==> src/duc_regs.svh <==
// Register offsets, field positions, reset values and timing counts
`ifndef DUC_REGS_SVH
`define DUC_REGS_SVH

// Byte addresses on the register bus
`define DUC_ADDR_CTRL 8'h00
`define DUC_ADDR_HIGH 8'h04
`define DUC_ADDR_LOW 8'h08
`define DUC_ADDR_STATUS 8'h0c

// converter_control fields
`define DUC_EN_BIT 0
`define DUC_OE_BIT 1
`define DUC_LA_BIT 2
`define DUC_TS_LSB 4
`define DUC_TS_MSB 6
`define DUC_ATE_BIT 7

// Status register fields
`define DUC_STAT_CODE_MSB 9
`define DUC_STAT_BUSY_BIT 16

// Reset values
`define DUC_CTRL_RST 8'h00
`define DUC_HIGH_RST 8'h00
`define DUC_LOW_RST 8'h00
`define DUC_CODE_RST 10'h000

// Left-adjusted data_low uses only bits 7 and 6
`define DUC_LEFT_LOW_MASK 8'hc0

// Clock cycles a conversion counts as in progress after a reload
`define DUC_BUSY_CYCLES 1

`endif

==> src/duc_pkg.sv <==
// Types shared by the converter update control block
package duc_pkg;

  // Trigger sources selectable by trigger_select
  typedef enum logic [2:0] {
    DUC_TRIG_CMP0 = 3'h0,
    DUC_TRIG_CMP1 = 3'h1,
    DUC_TRIG_EXT0 = 3'h2,
    DUC_TRIG_T0_CMP = 3'h3,
    DUC_TRIG_T0_OVF = 3'h4,
    DUC_TRIG_T1_CMPB = 3'h5,
    DUC_TRIG_T1_OVF = 3'h6,
    DUC_TRIG_T1_CAPT = 3'h7
  } duc_trig_sel_t;

endpackage

==> src/duc_dac_update_control.sv <==
// Register file, shadow code and trigger control of a 10-bit converter
//
// Functional notes
// - Enable bit drives coreEnable; shadow code reaches core regardless
// - Auto mode reloads only on trigger edge
// - Manual mode: data_high write reloads shadow
// - trigger_select picks one of eight events
// - Flag edge counts even if interrupt masked
// - Held high trigger level starts nothing new
// - Edges during conversion are dropped, not queued
// - left_adjust selects left or right alignment
// - Alignment change applies from next data_high write
// - output_pin_enable routes result to output pin
// - data_low write alone never changes shadow
// - Left aligned data_high write alone suffices
// - Auto mode reloads at each trigger edge not dropped as busy
`timescale 1ns/1ps
`include "duc_regs.svh"

module duc_dac_update_control #(
  parameter int CODE_W = 10,
  parameter int BUSY_CYCLES = `DUC_BUSY_CYCLES
) (
  // Clock and reset
  input wire logic clk,
  input wire logic nrst,
  // Wishbone classic slave
  input wire logic wbCyc,
  input wire logic wbStb,
  input wire logic wbWe,
  input wire logic [7:0] wbAdr,
  input wire logic [3:0] wbSel,
  input wire logic [31:0] wbDatIn,
  output logic [31:0] wbDatOut,
  output logic wbAck,
  // Peripheral interrupt flags, same clock
  input wire logic [7:0] eventFlags,
  // Analog core side
  output logic [CODE_W-1:0] coreCode,
  output logic coreEnable,
  output logic pinDriveEnable,
  output logic conversionBusy
);
  import duc_pkg::*;

  logic [7:0] ctrl_reg;
  logic [7:0] high_reg;
  logic [7:0] low_reg;
  logic [CODE_W-1:0] staged_reg;
  logic [CODE_W-1:0] shadow_reg;
  logic [CODE_W-1:0] shadow_next;
  logic ack_reg;
  logic [31:0] datOut_reg;
  logic [31:0] readData;

  logic reqValid;
  logic wrTake;
  logic [7:0] wordAddr;
  logic selCtrl;
  logic selHigh;
  logic selLow;
  logic selStatus;
  logic wrCtrl;
  logic wrHigh;
  logic wrLow;
  logic autoMode;
  logic leftAdjust;
  logic manualLoad;
  logic triggerFire;
  logic busy;
  logic [CODE_W-1:0] writeCode;
  duc_trig_sel_t triggerSelect;

  // Builds the 10-bit code from the two data bytes
  function automatic logic [CODE_W-1:0] joinCode(
    input logic [7:0] hi,
    input logic [7:0] lo,
    input logic left
  );
    logic [CODE_W-1:0] code;
    if (left)
      code = {hi, lo[7:6]};
    else
      code = {hi[1:0], lo};
    return code;
  endfunction

  // Bus decode
  assign reqValid = wbCyc && wbStb;
  assign wordAddr = {wbAdr[7:2], 2'b00};
  assign selCtrl = (wordAddr == `DUC_ADDR_CTRL);
  assign selHigh = (wordAddr == `DUC_ADDR_HIGH);
  assign selLow = (wordAddr == `DUC_ADDR_LOW);
  assign selStatus = (wordAddr == `DUC_ADDR_STATUS);

  // Writes land at the edge where the master samples ack
  assign wrTake = reqValid && wbWe && ack_reg && wbSel[0];
  assign wrCtrl = wrTake && selCtrl;
  assign wrHigh = wrTake && selHigh;
  assign wrLow = wrTake && selLow;

  // Control fields
  assign autoMode = ctrl_reg[`DUC_ATE_BIT];
  assign leftAdjust = ctrl_reg[`DUC_LA_BIT];
  assign triggerSelect = duc_trig_sel_t'(ctrl_reg[`DUC_TS_MSB:`DUC_TS_LSB]);

  // Ack one cycle after the request, dropped in the next cycle
  always_ff @(posedge clk or negedge nrst)
  begin
    if (!nrst)
      ack_reg <= 1'b0;
    else
      ack_reg <= reqValid && !ack_reg;
  end

  assign wbAck = ack_reg;

  // Control register
  always_ff @(posedge clk or negedge nrst)
  begin
    if (!nrst)
      ctrl_reg <= `DUC_CTRL_RST;
    else if (wrCtrl)
      ctrl_reg <= wbDatIn[7:0];
  end

  // Data registers hold exactly what software wrote
  always_ff @(posedge clk or negedge nrst)
  begin
    if (!nrst)
    begin
      high_reg <= `DUC_HIGH_RST;
      low_reg <= `DUC_LOW_RST;
    end
    else
    begin
      if (wrHigh)
        high_reg <= wbDatIn[7:0];
      if (wrLow)
        low_reg <= wbDatIn[7:0];
    end
  end

  // The alignment is frozen into the code when data_high is written,
  // so flipping left_adjust alone moves nothing
  assign writeCode = joinCode(wbDatIn[7:0], low_reg, leftAdjust);

  // Staged code: what a trigger will apply in auto mode
  always_ff @(posedge clk or negedge nrst)
  begin
    if (!nrst)
      staged_reg <= `DUC_CODE_RST;
    else if (wrHigh)
      staged_reg <= writeCode;
  end

  assign manualLoad = wrHigh && !autoMode;

  // Shadow reload: manual write or trigger edge, never a data_low write
  always_comb
  begin
    shadow_next = shadow_reg;
    if (manualLoad)
      shadow_next = writeCode;
    else if (triggerFire)
      shadow_next = staged_reg;
  end

  always_ff @(posedge clk or negedge nrst)
  begin
    if (!nrst)
      shadow_reg <= `DUC_CODE_RST;
    else
      shadow_reg <= shadow_next;
  end

  duc_trigger_edge #(
    .BUSY_CYCLES(BUSY_CYCLES)
  ) u_trig (
    .clk(clk),
    .nrst(nrst),
    .eventFlags(eventFlags),
    .triggerSelect(triggerSelect),
    .autoMode(autoMode),
    .loadPulse(manualLoad || triggerFire),
    .triggerFire(triggerFire),
    .busy(busy)
  );

  // Core outputs come straight from flops
  assign coreCode = shadow_reg;
  assign coreEnable = ctrl_reg[`DUC_EN_BIT];
  // The core always sees the code; only the pin driver is gated
  assign pinDriveEnable = ctrl_reg[`DUC_OE_BIT];
  assign conversionBusy = busy;

  // Read mux; unmapped addresses read zero and still get ack
  always_comb
  begin
    readData = 32'h0000_0000;
    if (selCtrl)
      readData[7:0] = ctrl_reg;
    else if (selHigh)
      readData[7:0] = high_reg;
    else if (selLow)
      readData[7:0] = leftAdjust ? (low_reg & `DUC_LEFT_LOW_MASK)
                                 : low_reg;
    else if (selStatus)
    begin
      readData[`DUC_STAT_CODE_MSB:0] = shadow_reg;
      readData[`DUC_STAT_BUSY_BIT] = busy;
    end
  end

  // Read data is captured with the ack and held while it stands
  always_ff @(posedge clk or negedge nrst)
  begin
    if (!nrst)
      datOut_reg <= 32'h0000_0000;
    else if (reqValid && !ack_reg && !wbWe)
      datOut_reg <= readData;
  end

  assign wbDatOut = datOut_reg;
endmodule

==> src/duc_trigger_edge.sv <==
// Trigger source selection, rising edge detection and conversion busy window
`timescale 1ns/1ps
`include "duc_regs.svh"

module duc_trigger_edge #(
  parameter int BUSY_CYCLES = `DUC_BUSY_CYCLES
) (
  // Clock and reset
  input wire logic clk,
  input wire logic nrst,
  // Event flags and selection
  input wire logic [7:0] eventFlags,
  input wire duc_pkg::duc_trig_sel_t triggerSelect,
  input wire logic autoMode,
  // Any shadow reload, manual or triggered
  input wire logic loadPulse,
  // Results
  output logic triggerFire,
  output logic busy
);
  import duc_pkg::*;

  localparam int CW = $clog2(BUSY_CYCLES + 1);
  localparam logic [CW-1:0] BUSY_LOAD = CW'(BUSY_CYCLES);

  logic selFlag_reg;
  logic selFlagPrev_reg;
  logic [CW-1:0] busyCnt_reg;

  // Flags are taken whether or not their interrupt is enabled
  always_ff @(posedge clk or negedge nrst)
  begin
    if (!nrst)
    begin
      selFlag_reg <= 1'b0;
      selFlagPrev_reg <= 1'b0;
    end
    else
    begin
      selFlag_reg <= eventFlags[triggerSelect];
      selFlagPrev_reg <= selFlag_reg;
    end
  end

  // A level that stays high gives no edge; edges while busy are dropped
  assign triggerFire = autoMode && selFlag_reg && !selFlagPrev_reg
                       && !busy;

  always_ff @(posedge clk or negedge nrst)
  begin
    if (!nrst)
      busyCnt_reg <= '0;
    else if (loadPulse)
      busyCnt_reg <= BUSY_LOAD;
    else if (busyCnt_reg != '0)
      busyCnt_reg <= busyCnt_reg - CW'(1);
  end

  assign busy = (busyCnt_reg != '0);
endmodule

==> config.mk <==
export PLATFORM = sky130hd
export DESIGN_NAME = duc_dac_update_control
export DESIGN_NICKNAME = d
export VERILOG_FILES = /design/src/duc_pkg.sv /design/src/duc_dac_update_control.sv /design/src/duc_trigger_edge.sv
export VERILOG_INCLUDE_DIRS = /design/src /design/src/src
export SDC_FILE = /design/constraint.sdc
export NUM_CORES = 1
export LEC_CHECK = 0
export BUFFER_PORTS_ARGS = -buffer_cell sky130_fd_sc_hd__buf_2
export CAP_MARGIN = 40
export CELL_PAD_IN_SITES_DETAIL_PLACEMENT = 1
export CELL_PAD_IN_SITES_GLOBAL_PLACEMENT = 1
export CORE_MARGIN = 2
export CORE_UTILIZATION = 35
export DETAILED_ROUTE_END_ITERATION = 10
export PLACE_DENSITY = 0.81
export SYNTH_ARGS = -nofsm -noshare
export SYNTH_HDL_FRONTEND = slang
export SYNTH_SLANG_ARGS = --single-unit
==> constraint.sdc <==
create_clock -name clk -period 1.8 [get_ports clk]
set_clock_uncertainty 0.05 [all_clocks]
set_input_delay 0.18 -clock clk [delete_from_list [all_inputs] [get_ports clk]]
set_output_delay 0.18 -clock clk [all_outputs]
set_load 0.01 [all_outputs]
==> results.py, run 1 <==
metrics = {
    "worst_setup_path": {
        "worstSetupPathType": "reg2reg",
        "reg2reg_depth": 5,
        "cp-start-kind": "register",
        "cp-end-kind": "register",
        "r2r-start": "ctrl_reg[7]",
        "arrival_ns": 1.90,
        "crit_required_ns": 1.98,
        "ff2ff_setup_slack_ns": 0.07,
        "critPathMaxFanout": 4,
        "r2r_end": "coreCode[4]",
    },
    "placement": {
        "io_buffers": 52,
        "gp_congestion": 0.8043,
        "dpl.hpwl_mm": 5.238,
        "preCtsSetupSlack_ns": -0.1408,
        "dpl_cell_area_um2": 3358,
    },
    "routing": {
        "vias": 2033,
        "routedWlPerCell_um": 17.21,
        "routed_wl_mm": 7.123,
        "drt_iter0_drc": 65,
        "antenna_left": 0,
        "drcViolationCount": 0,
        "via_per_inst": 4.911,
        "dr.pass1.iters": 4,
    },
    "cts": {
        "cts_buffer_depth": 2,
        "cts_tree": "yes",
        "cts_buffers": 9,
        "clockRootBuffer": "clkbuf_8",
        "cts_sinks": 59,
        "clock_latency_ns": 0.34,
        "htreeDepth": 3,
        "clk_pin_slew_ns": 0.06,
    },
    "floorplanning": {
        "core_region_area_um2": 8175,
        "rows": 33,
        "die_w_um": 95.66,
        "pin_count": 103,
        "start_util_pct": 35.97,
        "die_h_um": 95.66,
        "dieArea_um2": 9150,
    },
    "cells_and_area": {
        "seqCellArea_um2": 1476,
        "mostFrequentLayoutCells": "59 x dfrtp_1, 52 x buf_2, 43 x mux2_2, 21 x conb_1, 19 x nand2_1",
        "final_cell_area_um2": 3567,
        "nNetsFinal": 362,
        "multi_input_area_um2": 1335,
        "areaGrowthSynthToFinish_pct": 21.32,
        "nFillCells": 905,
        "largest_reg_flops": 11,
        "drive_gt1_share_pct": 47.57,
        "diodes": 0,
        "mostFrequentLayoutCell": "dfrtp_1",
    },
    "min_path": {
        "hold_class": "in2reg",
        "hp-start": "wbDatIn[2]",
        "min_to": "high_reg[2]",
        "holdPathStages": 2,
    },
    "timing": {
        "finalMaxSlewViolations": 0,
        "clock.fmax_mhz": 579.3,
        "hold_ws_ns": 0.07537,
        "finalCriticalPeriod_ns": 1.726,
        "setup_viol": 0,
        "hold_viol": 0,
        "fin_ws_ns": 0.07370,
        "slew_headroom_pct": 64.24,
        "worst_pin_slew_ns": 0.5364,
        "finalCritPeriodShare_pct": 95.91,
        "grt_setup_unrepaired": "false",
    },
    "power": {
        "p_leak_nw": 1.815,
        "intPower_w": 0.002059,
        "switching_share_pct": 24.71,
        "peakVddDrop_v": 0.0003048,
        "power.switching_w": 0.0006759,
        "power.density_nw_per_um2": 766.7,
        "p_clk_share_pct": 40.4,
        "p_comb_share_pct": 9.2,
        "power_frac_seq_pct": 50.4,
    },
    "global_route": {
        "antenna_found_initial": 0,
        "grt_max_degree": 60,
        "grt.overflow.total": 0,
        "grt_pass1_vias": 2182,
        "grt_pass1_wl_mm": 11.41,
        "gr-usage-all-layers_pct": 17.05,
    },
    "synthesis": {
        "syn_avg_cell_area_um2": 12.62,
        "synthCells": 233,
        "ys_seq_area_share_pct": 50.21,
        "syn_area_um2": 2940,
        "ys_types": 33,
        "synth_seq_cells": 59,
        "synth_warnings": 0,
    },
    "run_status": {
        "outcome": "finished clean",
    },
    "job": {
        "drv_cap": 0,
    },
}
[power by group through the flow]
stage	Clock, W	Sequential, W	Combinational, W
after global placement	0	0.00140	0.000242
after global routing	0.00118	0.00138	0.000284
after floorplan	0	0.00141	0.000136
after CTS	0.00114	0.00138	0.000254
final	0.00110	0.00138	0.000252
after detailed placement	0	0.00140	0.000252
[cell families (layout without fill, tap and decap cells)]
logic type | after synthesis | after routing | synth area share [%]
multiplexers | 63 | 63 | 25.83
AND/OR/NAND/NOR | 51 | 51 | 10.30
buffers and inverters | 33 | 89 | 7.319
AO/OA/AOI/OAI | 26 | 26 | 6.213
other | 1 | 21 | 0.1275
flip-flops | 59 | 59 | 50.21
[through the flow]
step	util [%]	TNS [ns]	instances	total power [W]
floorplan	-	0	253	0.001548
global placement	41.08	-1.458	396	0.001644
detailed placement	41.08	-1.602	396	0.001657
CTS	43.39	0	412	0.002770
global route	43.63	0	414	0.002847
finish	43.63	0	414	0.002735
[what timing repair did]
action                                  CTS  global route
hold buffers                              1             0
buffers inserted                          0             2
hold endpoints to repair                 59             0
endpoints found under the setup margin    0             6
resized for setup                         0             2
[routing by layer]
metal / vias to the layer above / global-route usage (%) / share of wire, %
li1: 939 / - / -
met1: 1026 / 20.85 / 45
met2: 60 / 28.61 / 49
met3: 8 / 4.901 / 5.3
met4: 0 / 6.190 / 1.2
met5: - / 0 / 0
[critical path, stage by stage (launching register included)]
cell and delay (ns):
dfrtp_1 0.39, or3b_4 0.39, nor4_4 0.34, buf_4 0.18, nor2_2 0.05, a21o_2 0.21
[synthesized netlist by cell type, drive strengths merged]
| cell | number | area [um^2] |
|---|---|---|
| or3b | 1 | 8.760 |
| inv | 2 | 7.510 |
| mux2 | 43 | 484.2 |
| a22o | 6 | 52.55 |
| o31ai | 1 | 7.510 |
| nor2b | 2 | 12.51 |
| nor3 | 2 | 21.27 |
| dfrtp | 59 | 1476 |
| nand3b | 4 | 30.03 |
| a221oi | 3 | 26.28 |
| nand3 | 5 | 30.03 |
| a21oi | 1 | 5.000 |
| nor4bb | 1 | 10.01 |
| o21ai | 10 | 50.05 |
| nor4 | 2 | 42.54 |
| mux4 | 6 | 135.1 |
| conb | 1 | 3.750 |
| nand2 | 20 | 77.58 |
| clkbuf | 5 | 18.77 |
| or3 | 1 | 6.260 |
| nand4 | 1 | 12.51 |
| nor2 | 11 | 43.80 |
| a21o | 5 | 41.29 |
| or4 | 1 | 7.510 |
| buf | 26 | 188.9 |
| mux2i | 14 | 140.1 |
[worst max-delay path by stage]
stage / endpoint / startpoint / depth (start not counted)
floorplan: high_reg[0] / wbAck / 5
global placement: coreCode[9] / wbAdr[4] / 6
detailed placement: coreCode[9] / wbAdr[4] / 6
CTS: coreCode[9] / ctrl_reg[7] / 5
global route: coreCode[4] / ctrl_reg[7] / 5
finish: coreCode[4] / ctrl_reg[7] / 5
[area by class of cell]
cell class                      count  share of cell area, %
Sequential cell                    59                  41.39
Multi-Input combinational cell    161                  37.43
Timing Repair Buffer               72                  12.28
Clock buffer                       13                  4.735
Tap cell                          105                  3.683
Clock inverter                      2                 0.2806
Inverter                            2                 0.2105
Power figures use the tool's default switching activity.
==> run 2: changes to the inputs <==
BUFFER_PORTS_ARGS = default   (was -buffer_cell sky130_fd_sc_hd__buf_2)
CORE_UTILIZATION = 44   (was 35)
DONT_BUFFER_PORTS = 1   (was default)
PLACE_DENSITY = 0.8   (was 0.81)
==> run 2 against run 1 <==
The flow now finishes with violations (design-rule violations); sequential power about the same; non-clock buffer count shrank 53; combinational power down 34%; critical path depth is the same; critical path type unchanged.
==> results.py, run 2 (synthesis results as in run 1) <==
metrics = {
    "cts": {
        "clock_latency_ns": 0.34,
        "clk_pin_slew_ns": 0.06,
        "htreeDepth": 3,
        "clockRootBuffer": "clkbuf_8",
        "cts_buffer_depth": 2,
        "cts_setup_buffers": 0,
        "cts_tree": "yes",
        "cts_sinks": 59,
        "cts_buffers": 9,
    },
    "routing": {
        "dr.pass1.iters": 11,
        "antenna_left": 0,
        "routedWlPerCell_um": 21.08,
        "routed_wl_mm": 7.042,
        "via_per_inst": 5.518,
        "vias": 1843,
        "drt_iter0_drc": 120,
        "drcViolationCount": 6,
    },
    "floorplanning": {
        "dieArea_um2": 7352,
        "rows": 29,
        "core_region_area_um2": 6422,
        "die_h_um": 85.75,
        "die_w_um": 85.75,
        "start_util_pct": 45.78,
        "pin_count": 103,
    },
    "cells_and_area": {
        "mostFrequentLayoutCell": "dfrtp_1",
        "drive_gt1_share_pct": 33.85,
        "mostFrequentLayoutCells": "58 x dfrtp_1, 43 x mux2_2, 21 x conb_1, 19 x nand2_1, 14 x mux2i_1",
        "nFillCells": 649,
        "nNetsFinal": 309,
        "areaGrowthSynthToFinish_pct": 12.77,
        "final_cell_area_um2": 3316,
        "largest_reg_flops": 11,
        "seqCellArea_um2": 1478,
        "finalNonFillerCells": 334,
        "diodes": 0,
        "multi_input_area_um2": 1333,
    },
    "timing": {
        "clock.fmax_mhz": 579.9,
        "finalCriticalPeriod_ns": 1.724,
        "finalCritPeriodShare_pct": 95.80,
        "hold_viol": 0,
        "finalMaxSlewViolations": 0,
        "setup_viol": 0,
        "hold_ws_ns": 0.02023,
    },
    "placement": {
        "dp_cells": 308,
        "gp_congestion": 0.7126,
        "dpl_cell_area_um2": 3003,
        "dpl.hpwl_mm": 4.698,
        "io_buffers": 0,
    },
    "worst_setup_path": {
        "reg2reg_depth": 5,
        "ff2ff_setup_slack_ns": 0.08,
        "arrival_ns": 1.89,
        "r2r-start": "wbAck",
        "crit_required_ns": 1.97,
        "cp-end-kind": "register",
        "critPathMaxFanout": 18,
        "cp-start-kind": "register",
        "r2r_end": "high_reg[4]",
        "worstSetupPathType": "reg2reg",
    },
    "min_path": {
        "hp-start": "wbAdr[2]",
        "hold_class": "in2reg",
        "holdPathStages": 2,
        "min_to": "wbDatOut[16]",
    },
    "power": {
        "p_leak_nw": 1.597,
        "power_w": 0.002707,
        "peakVddDrop_v": 0.0006154,
        "power.density_nw_per_um2": 816.5,
    },
    "global_route": {
        "grt_pass1_vias": 1931,
        "grt_pass1_wl_mm": 11.03,
        "grt_max_degree": 60,
        "gr-usage-all-layers_pct": 20.57,
        "antenna_found_initial": 0,
        "grt.overflow.total": 0,
    },
    "job": {
        "drv_cap": 0,
    },
    "run_status": {
        "violations": "design-rule violations",
        "outcome": "finished with violations",
    },
}
==> run 2: timing repair <==
item                                    CTS  global route
endpoints found under the hold margin    83             0
endpoints found under the setup margin    0            35
resized for setup                         0             2
hold buffers                             10             0
==> run 2: worst max-delay path by stage <==
stage / endpoint / from
4_1_cts: high_reg[4] / wbAck
3_3_place_gp: coreCode[9] / wbAdr[5]
2_1_floorplan: high_reg[0] / wbAck
6_report: high_reg[4] / wbAck
5_1_grt: staged_reg[5] / wbAck
3_5_place_dp: coreCode[9] / wbAdr[5]
==> run 2: worst max-delay path, stage by stage, from the launching register on <==
cell and delay (ns):
dfrtp_1 0.44, nand3_1 0.24, nor2_2 0.25, nand4_2 0.15, buf_12 0.19, mux2_2 0.28
==> run 2: through the flow <==
step / TNS (ns) / setup slack (ns) / util, %
6_report: 0 / 0.07565 / 51.63
5_1_grt: -0.05781 / -0.01343 / 51.63
4_1_cts: 0 / 0.004019 / 51.57
3_5_place_dp: -0.2357 / -0.03084 / 46.76
3_3_place_gp: 0 / 0.004833 / 46.76
2_1_floorplan: 0 / 0.02034 / -
==> run 2: cell type report <==
cell class | instances | share of cell area [%]
clock buffers | 15 | 5.623
clock inverters | 1 | 0.1509
multi-input cells | 161 | 40.19
flip-flops and latches | 59 | 44.57
inverters | 2 | 0.2264
well taps | 77 | 2.906
repair buffers | 19 | 6.340
==> run 2: report_power, final <==
group          switching (W)  internal (W)  leakage [nW]
clock               0.000494      0.000649        0.0997
combinational      0.0000976     0.0000688         0.722
sequential         0.0000391       0.00136         0.776
total               0.000631       0.00208          1.60
==> run 2: layer usage <==
| metal | part of all wire (%) | global-route usage (%) | routed length, um | up-vias |
|---|---|---|---|---|
| met1 | 42 | 24.86 | 2968 | 943 |
| met2 | 51 | 34.16 | 3561 | 57 |
| met4 | 1.6 | 6.638 | 110 | 0 |
| met5 | 0 | 0 | 0 | - |
| met3 | 5.7 | 7.700 | 401 | 12 |
| li1 | - | - | - | 831 |
==> run 3: changes to the inputs <==
==> constraint.sdc (replaced) <==
create_clock -name clk -period 1.8 [get_ports clk]
set_clock_uncertainty 0.05 [all_clocks]
set_input_delay 0.09 -clock clk [delete_from_list [all_inputs] [get_ports clk]]
set_output_delay 0.09 -clock clk [all_outputs]
set_load 0.01 [all_outputs]
==> run 3 against run 2 <==
The flow still finishes with violations (design-rule violations); cell area increased by 0.26%; global-route usage decreased by 1.3 points; register-to-register slack about the same; worst hold slack improved by 0.0057 ns; worst setup slack improved by 0.0033 ns; sequential share of layout area decreased by 0.12 points; total power increased by 1.2%; combinational power increased by 4%; final cell count increased by 0.30%; via count increased by 1.1%; critical endpoint is now coreCode[0]; largest power group unchanged.
==> results.py, run 3 (synthesis results as in run 1) <==
metrics = {
    "cts": {
        "clockRootBuffer": "clkbuf_8",
        "clk_pin_slew_ns": 0.06,
        "clock_latency_ns": 0.34,
        "cts_buffer_depth": 2,
        "cts_tree": "yes",
        "cts_buffers": 9,
        "cts_sinks": 59,
        "htreeDepth": 3,
    },
    "power": {
        "intPower_w": 0.002107,
        "power_w": 0.002741,
        "p_clk_share_pct": 42.7,
        "switching_share_pct": 23.13,
        "power_frac_seq_pct": 51.0,
        "p_comb_share_pct": 6.3,
        "p_leak_nw": 1.596,
        "power.switching_w": 0.0006338,
        "peakVddDrop_v": 0.0005050,
        "power.density_nw_per_um2": 824.4,
    },
    "cells_and_area": {
        "nFillCells": 662,
        "drive_gt1_share_pct": 32.56,
        "mostFrequentLayoutCells": "58 x dfrtp_1, 43 x mux2_2, 21 x conb_1, 19 x nand2_1, 14 x mux2i_1",
        "areaGrowthSynthToFinish_pct": 13.06,
        "diodes": 0,
        "fin_util_pct": 51.76,
        "largest_reg_flops": 11,
        "mostFrequentLayoutCell": "dfrtp_1",
        "nNetsFinal": 310,
    },
    "global_route": {
        "antenna_found_initial": 0,
        "grt_max_degree": 60,
        "gr-usage-all-layers_pct": 19.29,
        "grt.overflow.total": 0,
        "grt_pass1_wl_mm": 10.60,
        "grt_pass1_vias": 1928,
    },
    "placement": {
        "gp_congestion": 0.7090,
        "dpl.hpwl_mm": 4.514,
        "io_buffers": 0,
    },
    "run_status": {
        "outcome": "finished with violations",
        "violations": "design-rule violations",
    },
    "timing": {
        "finalCritPeriodShare_pct": 95.61,
        "clock.fmax_mhz": 581.1,
        "grt_setup_unrepaired": "true",
        "setup_viol": 0,
        "hold_ws_ns": 0.02591,
        "finalMaxSlewViolations": 0,
        "finalCriticalPeriod_ns": 1.721,
        "hold_viol": 0,
    },
    "floorplanning": {
        "dieArea_um2": 7352,
        "core_region_area_um2": 6422,
        "pin_count": 103,
        "start_util_pct": 45.78,
        "die_w_um": 85.75,
        "rows": 29,
        "die_h_um": 85.75,
    },
    "worst_setup_path": {
        "r2r-start": "ctrl_reg[7]",
        "cp-end-kind": "register",
        "crit_start": "ctrl_reg[7]",
        "critPathMaxFanout": 18,
        "ff2ff_setup_slack_ns": 0.08,
        "worstSetupPathType": "reg2reg",
        "arrival_ns": 1.90,
        "r2r_end": "coreCode[0]",
        "crit_required_ns": 1.98,
        "reg2reg_depth": 5,
        "cp-start-kind": "register",
        "crit_path_end": "coreCode[0]",
    },
    "job": {
        "drv_cap": 0,
    },
    "routing": {
        "routed_wl_mm": 6.677,
        "drcViolationCount": 7,
        "vias": 1864,
        "drt_iter0_drc": 71,
        "routedWlPerCell_um": 19.93,
        "antenna_left": 0,
        "dr.pass1.iters": 8,
        "via_per_inst": 5.564,
    },
    "min_path": {
        "hp-start": "wbAdr[6]",
        "hold_class": "in2reg",
    },
}
-- run 3: changes by cell type in the layout (fill, tap and decap cells not counted), sizes merged --
| cell | previous run | this run |
|---|---|---|
| buf | 10 | 9 |
| clkbuf | 15 | 14 |
| bufinv | 0 | 1 |
| dlygate4sd3 | 9 | 11 |
-- run 3: area by class of cell --
| cell class | instances | area, um^2 | share of cell area, % |
|---|---|---|---|
| Multi-Input combinational cell | 161 | 1333 | 40.08 |
| Timing Repair Buffer | 20 | 222.7 | 6.699 |
| Inverter | 2 | 7.507 | 0.2258 |
| Tap cell | 77 | 96.34 | 2.898 |
| Clock inverter | 2 | 35.03 | 1.054 |
| Clock buffer | 14 | 152.6 | 4.592 |
| Sequential cell | 59 | 1478 | 44.45 |
-- run 3: stage by stage --
step,instances,instance area [um^2],TNS [ns],setup slack (ns)
after floorplan,253,3017,0,0.02034
after CTS,335,3323,0,0.06717
final,335,3324,0,0.07899
after global routing,335,3324,-0.01173,-0.005062
after global placement,307,2995,0,0.07422
after detailed placement,307,2995,0,0.02645
-- run 3: worst min path at each step --
| stage | end | slack [ns] | cells past startpoint |
|---|---|---|---|
| after global routing | wbDatOut[2] | 0.02 | 3 |
| after detailed placement | coreCode[1] | -0.25 | 0 |
| after global placement | staged_reg[1] | -0.25 | 0 |
| final | wbDatOut[1] | 0.03 | 4 |
| after CTS | wbDatOut[2] | 0.006 | 3 |
| after floorplan | coreCode[0] | -0.26 | 0 |
-- run 3: power by group through the flow --
stage | combinational (W) | sequential (W) | clock [W]
final | 0.000173 | 0.00140 | 0.00117
after global routing | 0.000192 | 0.00140 | 0.00124
after CTS | 0.000174 | 0.00140 | 0.00120
after detailed placement | 0.000108 | 0.00142 | 0
after global placement | 0.000104 | 0.00142 | 0
after floorplan | 0.000136 | 0.00141 | 0
-- run 3: timing repair --
item                                    4_1_cts  5_1_grt
buffers inserted                              0        0
endpoints found under the setup margin        2        6
hold buffers                                 12        0
endpoints found under the hold margin       100        0
resized for setup                             1        1
cloned                                        0        0
-- run 3: layer usage --
layer,up-vias,global-route usage (%),part of all wire [%]
met2,54,31.82,50
met1,961,24.12,44
met5,-,0,0
met3,5,6.930,5.3
met4,0,5.195,0.66
li1,844,-,-
-- run 3: critical path, cell delays in order, from the launching register on --
cell	delay (ns)
dfrtp_1	0.37
or3b_2	0.49
nor4_4	0.21
buf_12	0.19
nor2_2	0.07
a21o_2	0.22
